--- config.mk ---
export PLATFORM = sky130hd
export DESIGN_NAME = spfc_top
export DESIGN_NICKNAME = d
export VERILOG_FILES = /design/src/logic/spfc_pkg.sv /design/src/logic/spfc_top.sv
export SDC_FILE = /design/constraint.sdc
export NUM_CORES = 1
export LEC_CHECK = 0
export CAP_MARGIN = 20
export CORE_ASPECT_RATIO = 0.5
export CORE_MARGIN = 3
export CORE_UTILIZATION = 60
export CTS_CLUSTER_DIAMETER = 120
export DETAILED_ROUTE_END_ITERATION = 12
export DONT_BUFFER_PORTS = 1
export GPL_TIMING_DRIVEN = 0
export MAX_ROUTING_LAYER = met4
export PLACE_DENSITY = 0.81
export SETUP_SLACK_MARGIN = 0.05
export SLEW_MARGIN = 10
export SYNTH_ARGS = -nofsm -noshare
export SYNTH_HDL_FRONTEND = slang
export SYNTH_SLANG_ARGS = --single-unit
--- constraint.sdc ---
create_clock -name aclk -period 2.9 [get_ports aclk]
set_input_delay 0.29 -clock aclk [delete_from_list [all_inputs] [get_ports aclk]]
set_output_delay 0.29 -clock aclk [all_outputs]
set_load 0.02 [all_outputs]
--- src/logic/spfc_pkg.sv ---
/*
 Shared constants and carrier types for the self-programming flash control block.
 Assumes a single clock domain and one AXI4-Lite slave port.
*/
package spfc_pkg;
    // Register map: printed offset is an index, byte address is four times it
    localparam int SPFC_AW = 12;
    localparam logic [7:0] SPFC_CTRL_INDEX = 8'h37;
    localparam logic [SPFC_AW-1:0] SPFC_CTRL_ADDR = {2'h0, SPFC_CTRL_INDEX, 2'h0};
    localparam logic [7:0] SPFC_CTRL_RESET = 8'h00;
    // Bit positions of the control/status register
    localparam int SPFC_BIT_EN = 0;
    localparam int SPFC_BIT_SIG = 5;
    localparam int SPFC_BIT_RSRE = 4;
    localparam int SPFC_BIT_BUSY = 6;
    localparam int SPFC_BIT_IE = 7;
    // Lower-five-bit arming patterns
    localparam logic [4:0] SPFC_PAT_FILL = 5'h01;
    localparam logic [4:0] SPFC_PAT_ERASE = 5'h03;
    localparam logic [4:0] SPFC_PAT_WRITE = 5'h05;
    localparam logic [4:0] SPFC_PAT_LOCK = 5'h09;
    localparam logic [4:0] SPFC_PAT_RSRE = 5'h11;
    // Arming windows in clock cycles
    localparam logic [2:0] SPFC_WIN_SPM = 3'h4;
    localparam logic [2:0] SPFC_WIN_LPM = 3'h3;
    // Misc values
    localparam logic [1:0] SPFC_LOCK_HI = 2'h0;
    localparam logic [15:0] SPFC_ERASED = 16'hffff;
    localparam logic [1:0] SPFC_OKAY = 2'h0;
    localparam logic [1:0] SPFC_SLVERR = 2'h2;

    typedef enum logic [1:0] {
        SPFC_IDLE,
        SPFC_ARMED,
        SPFC_BUSY
    } spfc_state_type;

    typedef struct packed {
        logic erase;
        logic write;
        logic lock;
        logic [15:0] page;
        logic [7:0] lock_data;
    } spfc_flash_cmd_type;

    typedef struct packed {
        logic valid;
        logic [7:0] data;
    } spfc_lpm_resp_type;
endpackage

--- src/logic/spfc_top.sv ---
/*
 Self-programming flash control: control/status register, arming windows,
 temporary page buffer, flash command issue, lock/fuse/signature readout.
 Assumes the core gives single-cycle store/load strobes with pointer and data,
 and the flash array answers each command with a one-cycle done pulse.
*/
// Added by the designer: the AXI4-Lite slave port.
// Notes on behaviour
// R1 - Ready interrupt asserted while enable clear, interrupt enable and global enable set.
// R2 - Ready interrupt held off during EEPROM write or store operation.
// R3 - Section-busy bit always reads zero; writes ignored.
// R4 - Signature arm plus enable: load within three cycles returns signature byte.
// R5 - Store within four cycles after signature arm does nothing.
// R6 - Writing section-read-enable while buffer holds data clears the buffer.
// R7 - Lock arm: load within three cycles returns lock or fuse by pointer bit 0.
// R8 - Page write arm: store programs buffer into pointer page, halts core.
// R9 - Page write bit clears on completion or unused four-cycle window.
// R10 - Page erase arm: store erases pointer page, halts core.
// R11 - Page erase bit clears on completion or unused four-cycle window.
// R12 - Enable allows a store for four cycles, clears after use or lapse.
// R13 - Enable alone: store puts register pair into buffer word, pointer LSB ignored.
// R14 - Enable stays set during erase or write until done.
// R15 - Only five listed low patterns arm; others leave bits 5..0 unchanged.
// R16 - Software loads lock data in R0, writes lock pattern, stores within four.
// R17 - Zero bits 5..0 of R0 program matching lock bits; pointer ignored.
// R18 - Lock programming does not stall the core.
// R19 - EEPROM write blocks programming and lock/fuse readout.
// R20 - Pointer 1 readout gives lock bits in 5:0, upper bits undefined.
// R21 - Lock arm and enable clear after readout or window lapse.
// R22 - Pointer 0 readout gives full fuse low byte.
// R23 - Strobes are single-cycle; windows count from the register write cycle.
module spfc_top #(
    parameter int PAGE_WORDS = 32,
    parameter logic [31:0] SIG_ROW = 32'h1e5ac33c // Arbitrary value
) (
    // Clock, reset, enable
    input wire logic aclk,
    input wire logic aresetn,
    input wire logic ce,
    // AXI4-Lite write
    input wire logic [spfc_pkg::SPFC_AW-1:0] awaddr,
    input wire logic [2:0] awprot,
    input wire logic awvalid,
    output logic awready,
    input wire logic [31:0] wdata,
    input wire logic [3:0] wstrb,
    input wire logic wvalid,
    output logic wready,
    output logic [1:0] bresp,
    output logic bvalid,
    input wire logic bready,
    // AXI4-Lite read
    input wire logic [spfc_pkg::SPFC_AW-1:0] araddr,
    input wire logic [2:0] arprot,
    input wire logic arvalid,
    output logic arready,
    output logic [31:0] rdata,
    output logic [1:0] rresp,
    output logic rvalid,
    input wire logic rready,
    // Core side
    input wire logic global_int_enable,
    input wire logic eeprom_write_busy_flag,
    input wire logic spm_strobe,
    input wire logic lpm_strobe,
    input wire logic [15:0] z_pointer,
    input wire logic [7:0] r0,
    input wire logic [7:0] r1,
    output spfc_pkg::spfc_lpm_resp_type lpm_resp,
    output logic cpu_halt,
    output logic spm_ready_irq,
    // Flash array side
    output spfc_pkg::spfc_flash_cmd_type flash_cmd,
    input wire logic flash_done,
    input wire logic [$clog2(PAGE_WORDS)-1:0] buf_rd_idx,
    output logic [15:0] buf_rd_data,
    input wire logic [5:0] lock_bits_in,
    input wire logic [7:0] fuse_low_byte
);
    import spfc_pkg::*;

    localparam int PWB = $clog2(PAGE_WORDS);

    function automatic logic pat_ok(input logic [4:0] p);
        return (p == SPFC_PAT_FILL) || (p == SPFC_PAT_ERASE) || (p == SPFC_PAT_WRITE)
            || (p == SPFC_PAT_LOCK) || (p == SPFC_PAT_RSRE);
    endfunction

    spfc_state_type state_q;
    logic [4:0] low5_q;
    logic sig_q;
    logic ie_q;
    logic [2:0] win_q;
    logic [15:0] buf_mem [PAGE_WORDS];
    logic [PAGE_WORDS-1:0] buf_vld_q;
    logic awready_q, wready_q, bvalid_q, arready_q, rvalid_q;
    logic [1:0] bresp_q, rresp_q;
    logic [31:0] rdata_q;
    spfc_lpm_resp_type lpm_resp_q;
    spfc_flash_cmd_type flash_cmd_q;
    logic halt_q, irq_q;
    logic [15:0] buf_rd_q;

    logic armed, aw_hs, ar_hs, w_hit, r_hit, ctrl_wr, arm_wr;
    logic spm_go, lpm_go, lapse, busy_op, fill_go, fill_q;
    logic [7:0] ctrl_rd;

    assign armed = (state_q == SPFC_ARMED);
    assign aw_hs = ce & awready_q & awvalid & wvalid;
    assign ar_hs = ce & arready_q & arvalid;
    assign w_hit = (awaddr[SPFC_AW-1:2] == SPFC_CTRL_ADDR[SPFC_AW-1:2]);
    assign r_hit = (araddr[SPFC_AW-1:2] == SPFC_CTRL_ADDR[SPFC_AW-1:2]);
    assign ctrl_wr = aw_hs & w_hit & wstrb[0];
    // Arming blocked while EEPROM busy or flash operation running
    assign arm_wr = ctrl_wr & ~eeprom_write_busy_flag & (state_q != SPFC_BUSY)
        & pat_ok(wdata[4:0]); // R15 R19
    assign spm_go = ce & armed & spm_strobe & ~eeprom_write_busy_flag & ~arm_wr; // R12 R19
    // Load override only in the first three window cycles
    assign lpm_go = ce & armed & lpm_strobe & ~eeprom_write_busy_flag & ~arm_wr
        & (win_q > (SPFC_WIN_SPM - SPFC_WIN_LPM))
        & ((low5_q == SPFC_PAT_LOCK) | (sig_q & (low5_q == SPFC_PAT_FILL))); // R4 R7
    assign lapse = ce & armed & (win_q == 3'h1) & ~spm_go & ~lpm_go & ~arm_wr; // R9 R11 R12
    assign busy_op = spm_go & ~sig_q & ((low5_q == SPFC_PAT_ERASE)
        | (low5_q == SPFC_PAT_WRITE) | (low5_q == SPFC_PAT_LOCK)); // R5
    assign fill_go = spm_go & ~sig_q & (low5_q == SPFC_PAT_FILL); // R13
    assign fill_q = |buf_vld_q;
    assign ctrl_rd = {ie_q, 1'b0, sig_q, low5_q}; // R3

    // Control bits and sequencing
    always_ff @(posedge aclk) begin
        if (!aresetn) begin
            state_q <= SPFC_IDLE;
            low5_q <= SPFC_CTRL_RESET[4:0];
            sig_q <= SPFC_CTRL_RESET[SPFC_BIT_SIG];
            ie_q <= SPFC_CTRL_RESET[SPFC_BIT_IE];
        end else if (ce) begin
            if (ctrl_wr) begin
                ie_q <= wdata[SPFC_BIT_IE];
            end
            if (arm_wr) begin
                low5_q <= wdata[4:0];
                sig_q <= wdata[SPFC_BIT_SIG];
                state_q <= SPFC_ARMED;
            end else begin
                case (state_q)
                    SPFC_ARMED: begin
                        if (busy_op) begin
                            state_q <= SPFC_BUSY; // R14
                        end else if (spm_go || lpm_go || lapse) begin
                            low5_q <= 5'h00; // R21 R12
                            sig_q <= 1'b0;
                            state_q <= SPFC_IDLE;
                        end
                    end
                    SPFC_BUSY: begin
                        if (flash_done) begin
                            low5_q <= 5'h00; // R9 R11 R14
                            sig_q <= 1'b0;
                            state_q <= SPFC_IDLE;
                        end
                    end
                    default: begin
                        state_q <= SPFC_IDLE;
                    end
                endcase
            end
        end
    end

    // Window counter, started by the register write itself
    always_ff @(posedge aclk) begin
        if (!aresetn) begin
            win_q <= 3'h0;
        end else if (ce) begin
            if (arm_wr) begin
                win_q <= SPFC_WIN_SPM; // R23
            end else if (armed && win_q != 3'h0) begin
                win_q <= win_q - 3'h1;
            end else if (!armed) begin
                win_q <= 3'h0;
            end
        end
    end

    // Temporary page buffer; no reset, validity kept per word
    always_ff @(posedge aclk) begin
        if (ce && fill_go) begin
            buf_mem[z_pointer[PWB:1]] <= {r1, r0}; // R13
        end
    end

    always_ff @(posedge aclk) begin
        if (!aresetn) begin
            buf_vld_q <= '0;
        end else if (ce) begin
            if (ctrl_wr && wdata[SPFC_BIT_RSRE] && fill_q) begin
                buf_vld_q <= '0; // R6
            end else if (flash_done && state_q == SPFC_BUSY
                && low5_q == SPFC_PAT_WRITE) begin
                buf_vld_q <= '0;
            end else if (fill_go) begin
                buf_vld_q[z_pointer[PWB:1]] <= 1'b1;
            end
        end
    end

    always_ff @(posedge aclk) begin
        if (!aresetn) begin
            buf_rd_q <= SPFC_ERASED;
        end else if (ce) begin
            buf_rd_q <= buf_vld_q[buf_rd_idx] ? buf_mem[buf_rd_idx] : SPFC_ERASED;
        end
    end

    // Flash command issue and core halt
    always_ff @(posedge aclk) begin
        if (!aresetn) begin
            flash_cmd_q <= '0;
        end else if (ce) begin
            flash_cmd_q <= '0;
            if (busy_op) begin
                flash_cmd_q.erase <= (low5_q == SPFC_PAT_ERASE); // R10
                flash_cmd_q.write <= (low5_q == SPFC_PAT_WRITE); // R8
                flash_cmd_q.lock <= (low5_q == SPFC_PAT_LOCK); // R17
                flash_cmd_q.page <= z_pointer >> (PWB + 1);
                flash_cmd_q.lock_data <= r0; // R17
            end
        end
    end

    always_ff @(posedge aclk) begin
        if (!aresetn) begin
            halt_q <= 1'b0;
        end else if (ce) begin
            if (busy_op && low5_q != SPFC_PAT_LOCK) begin
                halt_q <= 1'b1; // R8 R10 R18
            end else if (flash_done) begin
                halt_q <= 1'b0;
            end
        end
    end

    // Load overrides: lock, fuse or signature byte
    always_ff @(posedge aclk) begin
        if (!aresetn) begin
            lpm_resp_q <= '0;
        end else if (ce) begin
            lpm_resp_q.valid <= lpm_go;
            if (lpm_go) begin
                if (low5_q != SPFC_PAT_LOCK) begin
                    lpm_resp_q.data <= SIG_ROW[{z_pointer[1:0], 3'h0} +: 8]; // R4
                end else if (z_pointer[0]) begin
                    lpm_resp_q.data <= {SPFC_LOCK_HI, lock_bits_in}; // R20
                end else begin
                    lpm_resp_q.data <= fuse_low_byte; // R22
                end
            end
        end
    end

    // Ready interrupt level
    always_ff @(posedge aclk) begin
        if (!aresetn) begin
            irq_q <= 1'b0;
        end else if (ce) begin
            irq_q <= ie_q & global_int_enable & ~low5_q[SPFC_BIT_EN]
                & ~eeprom_write_busy_flag & (state_q != SPFC_BUSY); // R1 R2
        end
    end

    // AXI4-Lite write channel; both address and data taken together
    always_ff @(posedge aclk) begin
        if (!aresetn) begin
            awready_q <= 1'b0;
            wready_q <= 1'b0;
            bvalid_q <= 1'b0;
            bresp_q <= SPFC_OKAY;
        end else if (ce) begin
            awready_q <= ~awready_q & awvalid & wvalid & ~bvalid_q;
            wready_q <= ~awready_q & awvalid & wvalid & ~bvalid_q;
            if (aw_hs) begin
                bvalid_q <= 1'b1;
                bresp_q <= w_hit ? SPFC_OKAY : SPFC_SLVERR;
            end else if (bready) begin
                bvalid_q <= 1'b0;
            end
        end
    end

    // AXI4-Lite read channel
    always_ff @(posedge aclk) begin
        if (!aresetn) begin
            arready_q <= 1'b0;
            rvalid_q <= 1'b0;
            rdata_q <= 32'h0;
            rresp_q <= SPFC_OKAY;
        end else if (ce) begin
            arready_q <= ~arready_q & arvalid & ~rvalid_q;
            if (ar_hs) begin
                rvalid_q <= 1'b1;
                rdata_q <= r_hit ? {24'h0, ctrl_rd} : 32'h0;
                rresp_q <= r_hit ? SPFC_OKAY : SPFC_SLVERR;
            end else if (rready) begin
                rvalid_q <= 1'b0;
            end
        end
    end

    assign awready = awready_q;
    assign wready = wready_q;
    assign bvalid = bvalid_q;
    assign bresp = bresp_q;
    assign arready = arready_q;
    assign rvalid = rvalid_q;
    assign rdata = rdata_q;
    assign rresp = rresp_q;
    assign lpm_resp = lpm_resp_q;
    assign flash_cmd = flash_cmd_q;
    assign cpu_halt = halt_q;
    assign spm_ready_irq = irq_q;
    assign buf_rd_data = buf_rd_q;
endmodule

==> flow_summary.json, run 1 <==
{
  "relSlewSlack_pct": 24.2,
  "wire_per_inst_microns": 31.2,
  "finalPower_mw": 17.7,
  "cts_sinks": 617,
  "io-pin-count": 225,
  "async_flop_share_pct": 0,
  "post-synth-top-count-cell": "edfxtp_1",
  "drtIter0Drc": 2480,
  "grt_setup_unrepaired": "false",
  "ys.flop_type": "edfxtp_1",
  "synth_top_cell_by_area": "edfxtp_1",
  "status": "completed",
  "synth-seq-cells": 617,
  "hp-class": "input pin to flip-flop",
  "stdcell_count": 2244,
  "gr-total-overflow": 0,
  "path_max_fanout": 11,
  "wl_microns": 70000,
  "coreArea_sq_um": 40800,
  "cpPeakStageDelay_ns": 0.36,
  "tightest_slew_ns": 1.14,
  "cpMaxStageDelayCell": "nor4b_2",
  "finClkSkew_ns": 0.0418,
  "ys_seq_area_share_pct": 69.9,
  "syn_area_per_cell_sq_um": 16.8,
  "irDropWorstVdd_uv": 486,
  "critical-path-top-delay-family": "buffers and inverters",
  "tritoncts": "yes",
  "clockRootBuffer": "clkbuf_16",
  "cap_violations": 0,
  "dpl.cell_count": 2081,
  "layout_min_cycle_time_ns": 2.76,
  "grt_max_degree": 34,
  "nets": 1796,
  "dpl.hpwl_microns": 41900,
  "fmax_mhz": 363,
  "p_per_area_nw_per_um2": 616,
  "netlist_area_sq_um": 25000,
  "synth_edf_count": 512,
  "path_class": "flip-flop to flip-flop",
  "rr_endpoint": "buf_mem[2][7]",
  "dr.pass1.iters": 6,
  "h-tree-depth": 2,
  "rrSetupSlack_ns": 0.14,
  "path_cells": "buf_2, nor4b_2, buf_2, nor2b_1, nand4_1, buf_4, buf_4, nor2_4, buf_8",
  "clk_pin_slew_ns": 0.07,
  "die_y_microns": 150,
  "leakage_nw": 9.46,
  "initial_core_util_pct": 61.3,
  "routed_via_density": 7.00,
  "setup_ws_ns": 0.143,
  "min-delay-start": "r1[3]",
  "clock_path_buffers": 3,
  "die-area_sq_um": 44300,
  "cp-start-kind": "flip-flop",
  "pre_cts_ws_ns": -0.692,
  "synth_top_area_share_pct": 61.5,
  "cts-buffers-inserted": 51,
  "drive_gt1_share_pct": 21.0,
  "synth.area.top_cells": "edfxtp_1 (62%), mux4_2 (8.7%), dfxtp_1 (8.4%), mux2i_1 (2.7%), nor2_1 (1.4%)",
  "worstHoldPathCells": 1,
  "num_vias": 15718,
  "antenna_found_initial": 5,
  "maxSlewViolCount": 0,
  "cp_data_arrival_time_ns": 3.06,
  "portBuffers": 0,
  "min_to": "buf_mem[3][11]",
  "synth_common_cells": "edfxtp_1 (512), dfxtp_1 (105), mux4_2 (97), nor2_1 (92), mux2i_1 (68)",
  "netlist-cell-type-count": 74,
  "r2r_cells": 9,
  "clk_latency_ns": 0.60,
  "die_width_microns": 295,
  "gp_congestion": 0.911,
  "yosys_warnings": 0,
  "cp.buffers_inverters": 5,
  "setup_viol": 0,
  "hold_viol": 0,
  "grt_pass1_vias": 15678,
  "num_rows": 52,
  "drc": 0,
  "post-route-util_pct": 70.6,
  "grt_pass1_wl_microns": 100000,
  "area_delta_synth_final_pct": 15.2,
  "worst_ep_required_time_ns": 3.20,
  "end_kind": "flip-flop",
  "ant_nets": 0,
  "syn-instance-count": 1488,
  "period_share_pct": 95.1,
  "grt_util_all_layers_pct": 32.0,
  "reg2reg_from": "low5_q[2]"
}
[kinds of logic after synthesis]
kind of cell | share of synthesized area, %
and+or+nand+nor | 4.91
other | 0.0150
adders and majority gates | 0.390
buffers and inverters | 3.78
DFF | 69.9
xor gates and xnor gates | 0.0701
muxes | 12.2
AOI/OAI and AO/OA | 8.71
[registers in the layout, indices dropped and copies added, names as in the netlist, 2 cells and up]
| register | count |
|---|---|
| win_q | 3 |
| rdata | 7 |
| buf_vld_q | 32 |
| flash_cmd | 21 |
| state_q | 2 |
| low5_q | 5 |
| buf_mem | 512 |
| buf_rd_data | 16 |
| lpm_resp | 9 |
[worst max path at each step]
stage	cells after the start	to	slack (ns)	from
after floorplan	6	buf_mem[28][0]	0.29	wready
after global placement	6	buf_mem[0][11]	-1.02	wready
after detailed placement	6	buf_mem[24][10]	-0.69	wready
after CTS	9	buf_mem[0][4]	0.05	wready
after global routing	9	buf_mem[5][8]	0.05	low5_q[2]
final	9	buf_mem[2][7]	0.14	low5_q[2]
[power by group]
group	internal, mW	switching, mW	leakage, nW
sequential	9.58	0.0321	5.45
combinational	0.393	0.662	3.20
clock	3.82	3.25	0.810
total	13.8	3.95	9.46
[layer usage]
layer  wire length (microns)  track usage (%)
met1                   23900             40.6
met2                   32900             49.1
met3                   10100             9.77
met4                    3160             12.4
met5                       0                -
[per-stage QoR]
stage	area [sq um]	hold WS, ns	TNS (ns)
6_report	28800	0.00411	0
5_1_grt	28800	0.00873	0
4_1_cts	28700	0.00328	0
3_5_place_dp	26200	0.390	-201.53
3_3_place_gp	25800	0.391	-428.57
2_1_floorplan	25100	0.389	0
[cell usage in the layout (no fill, tap or decap), types with 14 or more instances in the layout]
cell type	count
nor2_1	60
clkbuf_16	52
a221oi_1	33
a22oi_1	32
buf_2	27
dlygate4sd3_1	31
buf_8	24
a22o_1	26
nand2_1	22
a21o_1	15
nand4_1	16
nor2_4	25
conb_1	33
clkinv_1	17
buf_4	52
a21oi_1	25
o21ai_0	46
inv_1	41
mux2i_1	68
buf_12	21
clkbuf_1	43
edfxtp_1	512
a211oi_1	38
a211o_1	14
mux4_2	97
dfxtp_1	105
nand2b_1	22
[timing repair]
item | 4_1_cts | 5_1_grt
endpoints found under the hold margin | 545 | 0
resized for setup | 11 | 15
pin swaps | 6 | 1
setup buffers | 16 | 2
endpoints found under the setup margin | 512 | 258
hold buffers | 45 | 0
[final cells by class]
class | count | area, sq um
inverter | 44 | 165
timing repair buffer | 86 | 1120
tap | 540 | 676
multi-input combinational | 739 | 6900
sequential | 617 | 17500
fill | 2317 | 12000
clock buffer | 58 | 1320
antenna | 3 | 7.51
clock inverter | 37 | 342
buffer | 120 | 781
Note: power is estimated with default switching activity, not from simulation.
==> run 2: changes to the inputs <==
- CORE_ASPECT_RATIO: 0.5 -> 1.75
==> flow_summary.json, run 2 (synthesis results as in run 1) <==
{
  "status": "completed",
  "r2r_cells": 8,
  "io-pin-count": 225,
  "wire_per_inst_microns": 30.8,
  "setup_tns_ns": 0,
  "hold_viol": 0,
  "final_cell_area_sq_um": 28800,
  "hp-class": "input pin to flip-flop",
  "nets": 1800,
  "clk_latency_ns": 0.60,
  "intPower_mw": 13.9,
  "p_per_area_nw_per_um2": 616,
  "tritoncts": "yes",
  "grt_pass1_wl_microns": 102000,
  "clk_pin_slew_ns": 0.07,
  "largest_register_ffs": 512,
  "dpl.hpwl_microns": 45600,
  "h-tree-depth": 2,
  "finClkSkew_ns": 0.0394,
  "clock_path_buffers": 3,
  "grt_max_degree": 34,
  "relSlewSlack_pct": 28.5,
  "post-route-util_pct": 70.4,
  "cts_sinks": 617,
  "die_width_microns": 160,
  "p_seq_share_pct": 54.2,
  "cap_violations": 0,
  "place_area_sq_um": 26400,
  "period_share_pct": 95.7,
  "num_vias": 15143,
  "fmax_mhz": 360,
  "wl_microns": 69400,
  "clockRootBuffer": "clkbuf_16",
  "initial_core_util_pct": 61.0,
  "die_y_microns": 276,
  "maxSlewViolCount": 0,
  "whs_ns": 0.0146,
  "grt_util_all_layers_pct": 32.3,
  "drc": 0,
  "grt_pass1_vias": 15534,
  "portBuffers": 0,
  "gp_congestion": 0.927,
  "area_delta_synth_final_pct": 15.3,
  "worstHoldPathCells": 1,
  "cp-start-kind": "flip-flop",
  "gr-total-overflow": 0,
  "setup_viol": 0,
  "path_max_fanout": 10,
  "routed_via_density": 6.71,
  "path_class": "flip-flop to flip-flop",
  "coreArea_sq_um": 41000,
  "grt_setup_unrepaired": "false",
  "die-area_sq_um": 44200,
  "dr.pass1.iters": 7,
  "p_sw_mw": 3.89,
  "nFillCells": 2581,
  "ant_nets": 0,
  "num_rows": 98,
  "tightest_slew_ns": 1.06,
  "drive_gt1_share_pct": 21.2,
  "p_clk_share_pct": 39.9,
  "layout_commonest_cell": "edfxtp_1",
  "antenna_found_initial": 1,
  "final_cell_mix": "edfxtp_1 (512), dfxtp_1 (105), mux4_2 (97), mux2i_1 (68), nor2_1 (60)",
  "drtIter0Drc": 1819,
  "cp_data_arrival_time_ns": 3.06,
  "leakage_nw": 9.51,
  "layout_min_cycle_time_ns": 2.78,
  "end_kind": "flip-flop",
  "cts-buffers-inserted": 51,
  "irDropWorstVdd_uv": 505,
  "p_comb_share_pct": 6.0,
  "worst_ep_required_time_ns": 3.18,
  "netSwitchingFraction_pct": 21.9
}
==> run 2: cell count changes in the layout (fill, tap and decap cells not counted), sizes merged <==
| cell | change |
|---|---|
| buf | +2 |
| bufinv | -1 |
| clkbuf | +11 |
| clkinv | -11 |
| clkinvlp | -1 |
| diode | -2 |
| dlygate4sd3 | +2 |
| inv | +3 |
==> run 2: worst paths after layout <==
path                       from        endpoint  slack [ns]
setup / recovery         wready  buf_mem[25][7]        0.12
hold / removal            r1[4]  buf_mem[1][12]        0.01
setup reg to reg         wready  buf_mem[25][7]        0.12
hold reg to reg   buf_vld_q[13]   buf_vld_q[13]        0.49
==> run 2: worst max-delay path: stages, from the launching register on <==
cell and delay, ns:
dfxtp_1 0.41, and4_4 0.24, and4bb_1 0.25, nand3_1 0.28, buf_2 0.31, nand4_1 0.11, buf_4 0.21, nor2_2 0.42
buf_8 0.22
==> run 2: what timing repair did <==
action / CTS / global route
hold endpoints to repair: 544 / 0
buffers inserted: 9 / 0
hold buffers: 49 / 0
setup endpoints to repair: 502 / 0
gates resized for setup: 3 / 0
==> run 2: layout make-up <==
cell class / instances / area (sq um) / share of cell area [%]
Multi-Input combinational cell: 739 / 6790 / 23.6
Tap cell: 550 / 688 / 2.39
Clock buffer: 69 / 1400 / 4.85
Buffer: 120 / 781 / 2.71
Inverter: 44 / 165 / 0.573
Antenna cell: 1 / 2.50 / 0.00868
Sequential cell: 617 / 17500 / 60.7
Clock inverter: 27 / 298 / 1.03
Timing Repair Buffer: 90 / 1220 / 4.22
==> run 2: metal layers <==
metal,routed length [microns],up-vias,GRT usage [%]
met1,21300,7492,34.8
met3,6470,255,6.03
li1,-,6303,-
met5,0,-,-
met2,36300,1093,55.2
met4,5310,0,19.6
==> run 2: power by group through the flow <==
stage | sequential [mW] | combinational, mW | clock (mW)
global placement | 9.81 | 0.792 | 0
floorplan | 9.81 | 0.570 | 0
finish | 9.61 | 1.06 | 7.07
global route | 9.61 | 1.09 | 7.42
detailed placement | 9.81 | 0.807 | 0
CTS | 9.61 | 1.03 | 7.07
==> run 2: per-stage QoR <==
step	setup slack (ns)	cells	total power, mW
floorplan	0.288	1520	10.4
global placement	-1.06	2070	10.6
detailed placement	-0.514	2102	10.6
CTS	0.204	2256	17.7
global route	0.0622	2257	18.1
finish	0.125	2257	17.7
